<file path="src/prt_regs.svh">
`ifndef PRT_REGS_SVH
`define PRT_REGS_SVH

// ----------------------------------------------------------------------
// Register indices; the byte address is four times the index.
// ----------------------------------------------------------------------
`define PRT_IDX_CTRL 10'h100
`define PRT_IDX_IOCTL 10'h101
`define PRT_IDX_MODE 10'h102
`define PRT_IDX_PRE 10'h103
`define PRT_IDX_MAIN 10'h104

// ----------------------------------------------------------------------
// Control register bit positions.
// ----------------------------------------------------------------------
`define PRT_CTRL_START 0
`define PRT_CTRL_STATUS 1
`define PRT_CTRL_STOP 2
`define PRT_CTRL_EDGE 4
`define PRT_CTRL_UNDF 5

// ----------------------------------------------------------------------
// Reset values and filter settings.
// ----------------------------------------------------------------------
`define PRT_BYTE_RST 8'h00
`define PRT_CNT_RST 8'hff
`define PRT_FILT_OFF 2'b00
`define PRT_FILT_F1 2'b01
`define PRT_FILT_F8 2'b10
`define PRT_FILT_F32 2'b11

`endif

</file>
<file path="src/prt_pkg.sv">
package prt_pkg;

    // ------------------------------------------------------------------
    // Operating modes and count sources.
    // ------------------------------------------------------------------
    typedef enum logic [2:0] {
        PRT_MODE_TIMER = 3'b000,
        PRT_MODE_PULSE = 3'b001,
        PRT_MODE_EVENT = 3'b010,
        PRT_MODE_PWIDTH = 3'b011,
        PRT_MODE_PPERIOD = 3'b100
    } prt_mode_t;

    typedef enum logic [2:0] {
        PRT_SRC_F1 = 3'b000,
        PRT_SRC_F8 = 3'b001,
        PRT_SRC_OCO = 3'b010,
        PRT_SRC_F2 = 3'b011,
        PRT_SRC_SUB32K = 3'b100
    } prt_src_t;

    // ------------------------------------------------------------------
    // Register layouts.
    // ------------------------------------------------------------------
    typedef struct packed {
        logic [1:0] reserved;
        logic input_filter_select_high;
        logic input_filter_select_low;
        logic pin_select;
        logic secondary_output_enable;
        logic output_stop_control;
        logic polarity_select;
    } prt_io_ctl_t;

    typedef struct packed {
        logic reserved_hi;
        prt_src_t src;
        logic reserved_lo;
        prt_mode_t mode;
    } prt_mode_reg_t;

    typedef struct packed {
        logic out;
        logic oe;
    } prt_pin_t;

endpackage

</file>
<file path="src/prt_timer.sv">
// The APB register port was decided locally.
`timescale 1ns/100ps
`include "prt_regs.svh"

module prt_timer
    import prt_pkg::*;
#(
    parameter int CNT_W = 8
) (
    input wire logic pclk,
    input wire logic presetn,
    input wire logic psel,
    input wire logic penable,
    input wire logic pwrite,
    input wire logic [11:0] paddr,
    input wire logic [31:0] pwdata,
    output logic [31:0] prdata,
    output logic pready,
    output logic pslverr,
    input wire logic on_chip_oscillator_clock,
    input wire logic subclock_32k,
    input wire logic pin_a_in,
    output prt_pin_t pin_a,
    input wire logic pin_b_in,
    output prt_pin_t pin_b,
    output prt_pin_t secondary_output_pin,
    output logic timer_irq
);

    // ------------------------------------------------------------------
    // Register bus decode.
    // ------------------------------------------------------------------
    logic [9:0] idx;
    logic hit, wr, wr_ctrl, wr_io, wr_mode, wr_pre, wr_main, wr_stop, apb_setup;

    assign idx = paddr[11:2];
    assign hit = (paddr[1:0] == 2'b00) && (idx >= `PRT_IDX_CTRL) && (idx <= `PRT_IDX_MAIN);
    assign apb_setup = psel & ~penable;
    assign wr = psel & penable & pwrite & hit;
    assign wr_ctrl = wr && (idx == `PRT_IDX_CTRL);
    assign wr_io = wr && (idx == `PRT_IDX_IOCTL);
    assign wr_mode = wr && (idx == `PRT_IDX_MODE);
    assign wr_pre = wr && (idx == `PRT_IDX_PRE);
    assign wr_main = wr && (idx == `PRT_IDX_MAIN);
    assign wr_stop = wr_ctrl & pwdata[`PRT_CTRL_STOP];
    assign pready = 1'b1;
    assign pslverr = psel & penable & ~hit;

    // ------------------------------------------------------------------
    // Configuration registers.
    // ------------------------------------------------------------------
    prt_io_ctl_t io_q;
    prt_mode_reg_t mode_q;
    logic is_pulse, is_event, is_pw;

    always_ff @(posedge pclk or negedge presetn) begin
        if (!presetn) begin
            io_q <= prt_io_ctl_t'(`PRT_BYTE_RST);
        end else if (wr_io) begin
            io_q <= prt_io_ctl_t'({2'b00, pwdata[5:0]});
        end
    end

    always_ff @(posedge pclk or negedge presetn) begin
        if (!presetn) begin
            mode_q <= prt_mode_reg_t'(`PRT_BYTE_RST);
        end else if (wr_mode) begin
            mode_q <= prt_mode_reg_t'({1'b0, pwdata[6:4], 1'b0, pwdata[2:0]});
        end
    end

    assign is_pulse = (mode_q.mode == PRT_MODE_PULSE);
    assign is_event = (mode_q.mode == PRT_MODE_EVENT);
    assign is_pw = (mode_q.mode == PRT_MODE_PWIDTH);

    // ------------------------------------------------------------------
    // Dividers and synchronisers.
    // ------------------------------------------------------------------
    logic [4:0] div_q;
    logic f2_en, f8_en, f32_en;
    logic [3:0] meta_q, sync_q, sync_d1_q;
    logic oco_rise, sub_rise, pin_raw;

    always_ff @(posedge pclk or negedge presetn) begin
        if (!presetn) begin
            div_q <= 5'h00;
        end else begin
            div_q <= div_q + 5'h01;
        end
    end

    assign f2_en = div_q[0];
    assign f8_en = &div_q[2:0];
    assign f32_en = &div_q;

    // The oscillator and subclock are far slower than pclk, so their edges are
    // recovered as enables instead of opening new clock domains.
    always_ff @(posedge pclk or negedge presetn) begin
        if (!presetn) begin
            meta_q <= 4'h0;
            sync_q <= 4'h0;
            sync_d1_q <= 4'h0;
        end else begin
            meta_q <= {subclock_32k, on_chip_oscillator_clock, pin_b_in, pin_a_in};
            sync_q <= meta_q;
            sync_d1_q <= sync_q;
        end
    end

    assign oco_rise = sync_q[2] & ~sync_d1_q[2];
    assign sub_rise = sync_q[3] & ~sync_d1_q[3];
    assign pin_raw = io_q.pin_select ? sync_q[1] : sync_q[0];

    // ------------------------------------------------------------------
    // Input digital filter.
    // ------------------------------------------------------------------
    logic [1:0] fsel;
    logic filt_smp, filt_q, filt_d1_q, in_rise, in_fall;
    logic [2:0] fsh_q;

    assign fsel = {io_q.input_filter_select_high, io_q.input_filter_select_low};

    always_comb begin
        unique case (fsel)
            `PRT_FILT_F1: filt_smp = 1'b1;
            `PRT_FILT_F8: filt_smp = f8_en;
            `PRT_FILT_F32: filt_smp = f32_en;
            `PRT_FILT_OFF: filt_smp = 1'b0;
        endcase
    end

    // Three equal samples are needed to move the filtered level, so a glitch
    // no longer than two sampling periods never reaches the counter.
    always_ff @(posedge pclk or negedge presetn) begin
        if (!presetn) begin
            fsh_q <= 3'h0;
            filt_q <= 1'b0;
            filt_d1_q <= 1'b0;
        end else begin
            if (filt_smp) begin
                fsh_q <= {fsh_q[1:0], pin_raw};
            end
            if (fsel == `PRT_FILT_OFF) begin
                filt_q <= pin_raw;
            end else if (&fsh_q) begin
                filt_q <= 1'b1;
            end else if (~|fsh_q) begin
                filt_q <= 1'b0;
            end
            filt_d1_q <= filt_q;
        end
    end

    assign in_rise = filt_q & ~filt_d1_q;
    assign in_fall = ~filt_q & filt_d1_q;

    // ------------------------------------------------------------------
    // Count source selection and start control.
    // ------------------------------------------------------------------
    logic int_tick, src_tick, level_ok, cnt_tick, pw_end;
    logic start_q, running_q;

    always_comb begin
        unique case (mode_q.src)
            PRT_SRC_F1: int_tick = 1'b1;
            PRT_SRC_F2: int_tick = f2_en;
            PRT_SRC_F8: int_tick = f8_en;
            PRT_SRC_OCO: int_tick = oco_rise;
            PRT_SRC_SUB32K: int_tick = sub_rise;
            default: int_tick = 1'b0;
        endcase
    end

    // Timer and pulse output modes never look at the filter, and polarity only sets the
    // output start level at a mode write, so a nonzero filter setting there is harmless but pointless.
    assign src_tick = is_event ? (io_q.polarity_select ? in_fall : in_rise) : int_tick;
    assign level_ok = ~is_pw | (filt_q == io_q.polarity_select);
    assign cnt_tick = running_q & src_tick & level_ok;
    assign pw_end = is_pw & running_q & (io_q.polarity_select ? in_fall : in_rise);

    always_ff @(posedge pclk or negedge presetn) begin
        if (!presetn) begin
            start_q <= 1'b0;
        end else if (wr_ctrl) begin
            start_q <= pwdata[`PRT_CTRL_START] & ~pwdata[`PRT_CTRL_STOP];
        end
    end

    always_ff @(posedge pclk or negedge presetn) begin
        if (!presetn) begin
            running_q <= 1'b0;
        end else if (wr_ctrl && (pwdata[`PRT_CTRL_STOP] || !pwdata[`PRT_CTRL_START])) begin
            running_q <= 1'b0;
        end else if (start_q && src_tick) begin
            running_q <= 1'b1;
        end
    end

    // ------------------------------------------------------------------
    // Prescaler and main timer stages.
    // ------------------------------------------------------------------
    logic [CNT_W-1:0] pre_rel_q, pre_cnt_q, main_rel_q, main_cnt_q;
    logic pre_pend_q, main_pend_q, pre_uf, main_uf;

    assign pre_uf = cnt_tick & ~pre_pend_q & (pre_cnt_q == '0);
    assign main_uf = pre_uf & ~main_pend_q & (main_cnt_q == '0);

    always_ff @(posedge pclk or negedge presetn) begin
        if (!presetn) begin
            pre_rel_q <= `PRT_CNT_RST;
            pre_cnt_q <= `PRT_CNT_RST;
            pre_pend_q <= 1'b0;
        end else if (wr_stop) begin
            pre_rel_q <= `PRT_CNT_RST;
            pre_cnt_q <= `PRT_CNT_RST;
            pre_pend_q <= 1'b0;
        end else if (wr_pre) begin
            pre_rel_q <= pwdata[CNT_W-1:0];
            if (!running_q) begin
                pre_cnt_q <= pwdata[CNT_W-1:0];
            end
            pre_pend_q <= running_q;
        end else if (running_q && src_tick && pre_pend_q) begin
            pre_cnt_q <= pre_rel_q;
            pre_pend_q <= 1'b0;
        end else if (cnt_tick) begin
            pre_cnt_q <= pre_uf ? pre_rel_q : pre_cnt_q - 1'b1;
        end
    end

    always_ff @(posedge pclk or negedge presetn) begin
        if (!presetn) begin
            main_rel_q <= `PRT_CNT_RST;
            main_cnt_q <= `PRT_CNT_RST;
            main_pend_q <= 1'b0;
        end else if (wr_stop) begin
            main_rel_q <= `PRT_CNT_RST;
            main_cnt_q <= `PRT_CNT_RST;
            main_pend_q <= 1'b0;
        end else if (wr_main) begin
            main_rel_q <= pwdata[CNT_W-1:0];
            if (!running_q) begin
                main_cnt_q <= pwdata[CNT_W-1:0];
            end
            main_pend_q <= running_q;
        end else if (pre_uf && main_pend_q) begin
            main_cnt_q <= main_rel_q;
            main_pend_q <= 1'b0;
        end else if (pre_uf) begin
            main_cnt_q <= main_uf ? main_rel_q : main_cnt_q - 1'b1;
        end
    end

    // ------------------------------------------------------------------
    // Flags and interrupt.
    // ------------------------------------------------------------------
    logic edge_q, undf_q;

    // A hardware event in the same cycle as a clearing write wins.
    always_ff @(posedge pclk or negedge presetn) begin
        if (!presetn) begin
            edge_q <= 1'b0;
            undf_q <= 1'b0;
        end else begin
            if (pw_end) begin
                edge_q <= 1'b1;
            end else if (wr_ctrl && !pwdata[`PRT_CTRL_EDGE]) begin
                edge_q <= 1'b0;
            end
            if (main_uf) begin
                undf_q <= 1'b1;
            end else if (wr_ctrl && !pwdata[`PRT_CTRL_UNDF]) begin
                undf_q <= 1'b0;
            end
        end
    end

    always_ff @(posedge pclk or negedge presetn) begin
        if (!presetn) begin
            timer_irq <= 1'b0;
        end else begin
            timer_irq <= main_uf | pw_end;
        end
    end

    // ------------------------------------------------------------------
    // Pulse outputs.
    // ------------------------------------------------------------------
    logic out_q, sec_q, prim_drv;

    always_ff @(posedge pclk or negedge presetn) begin
        if (!presetn) begin
            out_q <= 1'b1;
            sec_q <= 1'b0;
        end else if (wr_mode) begin
            out_q <= ~io_q.polarity_select;
            sec_q <= io_q.polarity_select;
        end else if (main_uf) begin
            if (is_pulse) begin
                out_q <= ~out_q;
            end
            if (is_event) begin
                sec_q <= ~sec_q;
            end
        end
    end

    assign prim_drv = is_pulse & ~io_q.output_stop_control;
    assign pin_a.out = out_q;
    assign pin_a.oe = prim_drv & ~io_q.pin_select;
    assign pin_b.out = out_q;
    assign pin_b.oe = prim_drv & io_q.pin_select;
    assign secondary_output_pin.out = is_pulse ? ~out_q : sec_q;
    assign secondary_output_pin.oe = io_q.secondary_output_enable & (is_pulse | is_event);

    // ------------------------------------------------------------------
    // Read data, captured in the setup phase.
    // ------------------------------------------------------------------
    always_ff @(posedge pclk or negedge presetn) begin
        if (!presetn) begin
            prdata <= 32'h0000_0000;
        end else if (apb_setup) begin
            unique case (idx)
                `PRT_IDX_CTRL: prdata <= {26'h0, undf_q, edge_q, 2'b00, running_q, start_q};
                `PRT_IDX_IOCTL: prdata <= {24'h0, io_q};
                `PRT_IDX_MODE: prdata <= {24'h0, mode_q};
                `PRT_IDX_PRE: prdata <= {24'h0, pre_cnt_q};
                `PRT_IDX_MAIN: prdata <= {24'h0, main_cnt_q};
                default: prdata <= 32'h0000_0000;
            endcase
        end
    end
endmodule // prt_timer

</file>
<file path="config.mk">
export PLATFORM = sky130hd
export DESIGN_NAME = prt_timer
export DESIGN_NICKNAME = d
export VERILOG_FILES = /design/src/prt_pkg.sv /design/src/prt_timer.sv
export VERILOG_INCLUDE_DIRS = /design/src
export SDC_FILE = /design/constraint.sdc
export NUM_CORES = 1
export LEC_CHECK = 0
export BUFFER_PORTS_ARGS = -buffer_cell sky130_fd_sc_hd__buf_2
export CAP_MARGIN = 10
export CORE_MARGIN = 10
export CORE_UTILIZATION = 60
export CTS_CLUSTER_SIZE = 14
export DETAILED_ROUTE_END_ITERATION = 7
export GPL_TIMING_DRIVEN = 0
export HOLD_SLACK_MARGIN = 0.08
export PLACE_DENSITY = 0.86
export SETUP_SLACK_MARGIN = 0.3
export SLEW_MARGIN = 20
export SYNTH_ARGS = -nofsm -noshare
export SYNTH_HDL_FRONTEND = slang
export SYNTH_SLANG_ARGS = --single-unit
</file>
<file path="constraint.sdc">
create_clock -name pclk -period 5.8 [get_ports pclk]
set_clock_uncertainty 0.2 [all_clocks]
set_input_delay 0.29 -clock pclk [delete_from_list [all_inputs] [get_ports pclk]]
set_output_delay 0.29 -clock pclk [all_outputs]
set_load 0.1 [all_outputs]
</file>
==> impl_metrics.json <==
{
  "synthFlopType": "dfrtp_1",
  "pre_cts_ws_ns": 2.67,
  "layout_common_cells": "53 x nand2_1, 52 x buf_2, 48 x dfrtp_1, 33 x nor2_1, 33 x dfstp_2",
  "post_layout_nonfiller_instances": 659,
  "grt_pass1_vias": 3961,
  "path_cells": "inv_1, ha_1, or4b_4, or4_4, nor4_4, nand2_1, o21ai_1, a31oi_1",
  "yosysSeqAreaShare_pct": 45.1,
  "dr.first_iter.drc_count": 325,
  "synth_fa_ha_area_share_pct": 1.36,
  "period_share_pct": 55.1,
  "viasPerCell": 5.98,
  "die_h_um": 107,
  "dieArea_um2": 11500,
  "cts.sinks": 81,
  "route.detailed.drc": 0,
  "track_usage_pct": 21.2,
  "hp-class": "in2reg",
  "synth_area_um2": 4590,
  "cts_made_buffers": 9,
  "nNetsFinal": 613,
  "path_depth": 8,
  "synthMuxAreaShare_pct": 7.50,
  "power.share.switching_pct": 33.6,
  "p_int_mw": 1.10,
  "dp_hpwl_um": 9350,
  "synth_xor_area_share_pct": 2.29,
  "reg2reg_depth": 8,
  "start_kind": "flop",
  "ant_nets": 0,
  "synth_top_family_by_area": "simple AND/OR/NAND/NOR gates",
  "portBuffers": 42,
  "syn2layout_area_growth_pct": 16.7,
  "h-tree-depth": 3,
  "clkTransAtPathRegs_ns": 0.09,
  "worst_slack_ns": 2.60,
  "critPathTopFamily": "simple AND/OR/NAND/NOR gates",
  "fp.dieW_um": 107,
  "dp.cells": 634,
  "cts_hold_buffers": 9,
  "crit_arrival_ns": 3.25,
  "design_area_um2": 5350,
  "cts_setup_buffers": 0,
  "status": "finished, final reports clean",
  "hold_start": "pwdata[0]",
  "startpoint": "pre_cnt_q[0]",
  "power_density_nw_per_um2": 310,
  "maxCapViolations": 0,
  "fillers": 575,
  "min_period_ns": 3.20,
  "core_area_um2": 7330,
  "path_buf_inv": 1,
  "place_area_um2": 5040,
  "end_kind": "flop",
  "globalRoute.totalOverflow": 0,
  "yosys.area_share.simple_pct": 19.7,
  "wl_um": 12400,
  "r2r_start": "pre_cnt_q[0]",
  "start_util_pct": 62.6,
  "clockBufferDepth": 2,
  "drive_above_1_share_pct": 30.4,
  "synth-async-reset-ratio_pct": 100,
  "whs_path_depth": 3,
  "p_clk_share_pct": 27.9,
  "rsz0062_at_grt": "no",
  "timing_worst_setup_path_type": "reg2reg",
  "yosysWarnings": 0,
  "boundaryPins": 94,
  "worst-endpoint-required_ns": 5.85,
  "cts_tree": "yes",
  "cp_slowest_cell": "o21ai_1",
  "grt_pass1_wl_um": 19800,
  "ir_drop_uv": 160,
  "combinationalPowerShare_pct": 25.7,
  "gp_congestion": 0.968,
  "crit_path_max_fanout": 8,
  "drv_slew": 0,
  "mostFrequentLayoutCell": "nand2_1",
  "p_leak_nw": 2.47,
  "synth.distinct_cells": 68,
  "tns_ns": 0,
  "synth-edff-count": 0,
  "root_buffer": "clkbuf_8",
  "syn-instance-count": 469,
  "clk_latency_ns": 0.36,
  "synth-seq-cells": 81,
  "antenna_found_initial": 0,
  "row_count": 31,
  "hold_viol_final": 0,
  "max_freq_mhz": 313,
  "max_stage_delay_ns": 0.54,
  "tightestPinTransition_ns": 0.860,
  "cts_resized": 0,
  "relSlewSlack_pct": 42.2,
  "post_drt_wl_per_cell_um": 18.8,
  "switchingPower_uw": 558,
  "grt_max_degree": 47,
  "avgSynthCellArea_um2": 9.79,
  "antenna_cells": 0,
  "dr_total_vias": 3939,
  "drt-pass1-iter-count": 5,
  "setup_viol": 0,
  "p_seq_share_pct": 46.3,
  "synth-compound-area-share_pct": 16.2
}
## cells in the mapped netlist (4+ instances only)
cell	count	area share, %
a2bb2oi_1	4	0.76
and3_1	6	0.82
o21ai_0	22	2.4
dfrtp_1	48	26
nor3_1	13	1.4
a22oi_1	6	0.98
nand2b_1	7	0.95
xor2_1	9	1.7
a21oi_1	25	2.7
inv_1	11	0.90
buf_2	11	1.2
nand3_1	14	1.5
nor2_1	33	2.7
clkbuf_1	8	0.65
a32oi_1	5	0.95
mux2_2	23	5.6
ha_1	5	1.4
a31oi_1	14	1.9
mux2i_1	4	0.87
nand2_1	53	4.3
o221ai_1	4	0.76
dfstp_2	33	19
buf_4	27	4.4
mux2_1	4	0.98
## worst reg2reg max path, cell delays in order (launching register included)
cell and delay (ns):
dfstp_2 0.41, inv_1 0.11, ha_1 0.21, or4b_4 0.49, or4_4 0.48, nor4_4 0.35
nand2_1 0.15, o21ai_1 0.54, a31oi_1 0.17
## sequential cells by signal (all words and copies together), names as in the netlist, 2 cells and up
register,flops
div_q,5
fsel,2
fsh_q,3
io_q,4
main_cnt_q,8
main_rel_q,8
meta_q,4
mode_q,6
prdata,8
pre_cnt_q,8
pre_rel_q,8
sync_d1_q,2
sync_q,4
## routing by layer
| layer | track usage [%] | routed length [um] | vias to the layer above |
|---|---|---|---|
| met1 | 26.1 | 5150 | 1869 |
| met2 | 33.8 | 5520 | 219 |
| met4 | 8.59 | 333 | 0 |
| met5 | 1.79 | 0 | - |
| met3 | 6.47 | 1360 | 33 |
| li1 | - | - | 1818 |
## power groups by stage
stage | Sequential [mW] | Clock [mW] | Combinational, mW
after floorplan | 0.738 | 0 | 0.344
after global placement | 0.772 | 0 | 0.399
after detailed placement | 0.771 | 0 | 0.418
after CTS | 0.763 | 0.474 | 0.423
after global routing | 0.775 | 0.494 | 0.462
final | 0.769 | 0.464 | 0.427
## final cells by class
class / instances / area [um^2] / share of cell area (%)
Multi-Input combinational cell: 351 / 2260 / 42.2
Sequential cell: 81 / 2070 / 38.6
Timing Repair Buffer: 52 / 323 / 6.03
Buffer: 49 / 314 / 5.87
Clock buffer: 9 / 124 / 2.31
Tap cell: 99 / 124 / 2.31
Clock inverter: 7 / 101 / 1.89
Inverter: 11 / 41.3 / 0.771
## stage by stage
| step | hold WS [ns] | total power, mW | util [%] |
|---|---|---|---|
| 3_5_place_dp | 0.124 | 1.19 | 68.7 |
| 2_1_floorplan | -0.206 | 1.08 | - |
| 6_report | 0.0930 | 1.66 | 73.0 |
| 5_1_grt | 0.0989 | 1.73 | 73.0 |
| 4_1_cts | 0.0861 | 1.66 | 73.0 |
| 3_3_place_gp | 0.132 | 1.17 | 68.3 |
## worst paths after layout
check	slack (ns)	end
hold / removal	0.09	main_rel_q[0]
setup reg to reg	2.60	main_cnt_q[2]
setup / recovery	2.60	main_cnt_q[2]
max in group asynchronous	4.47	main_rel_q[2]
min in group asynchronous	0.27	pre_pend_q
hold reg to reg	0.16	sync_q[1]
## cells by family after synthesis
| logic type | count (synthesis) |
|---|---|
| buffers and inverters | 60 |
| adder cells (fa/ha/maj) | 5 |
| flip-flops | 81 |
| multiplexers | 31 |
| other | 2 |
| AO/OA/AOI/OAI | 109 |
| XOR/XNOR | 12 |
| AND/OR/NAND/NOR | 169 |
Note: power is estimated with default switching activity, not from simulation.
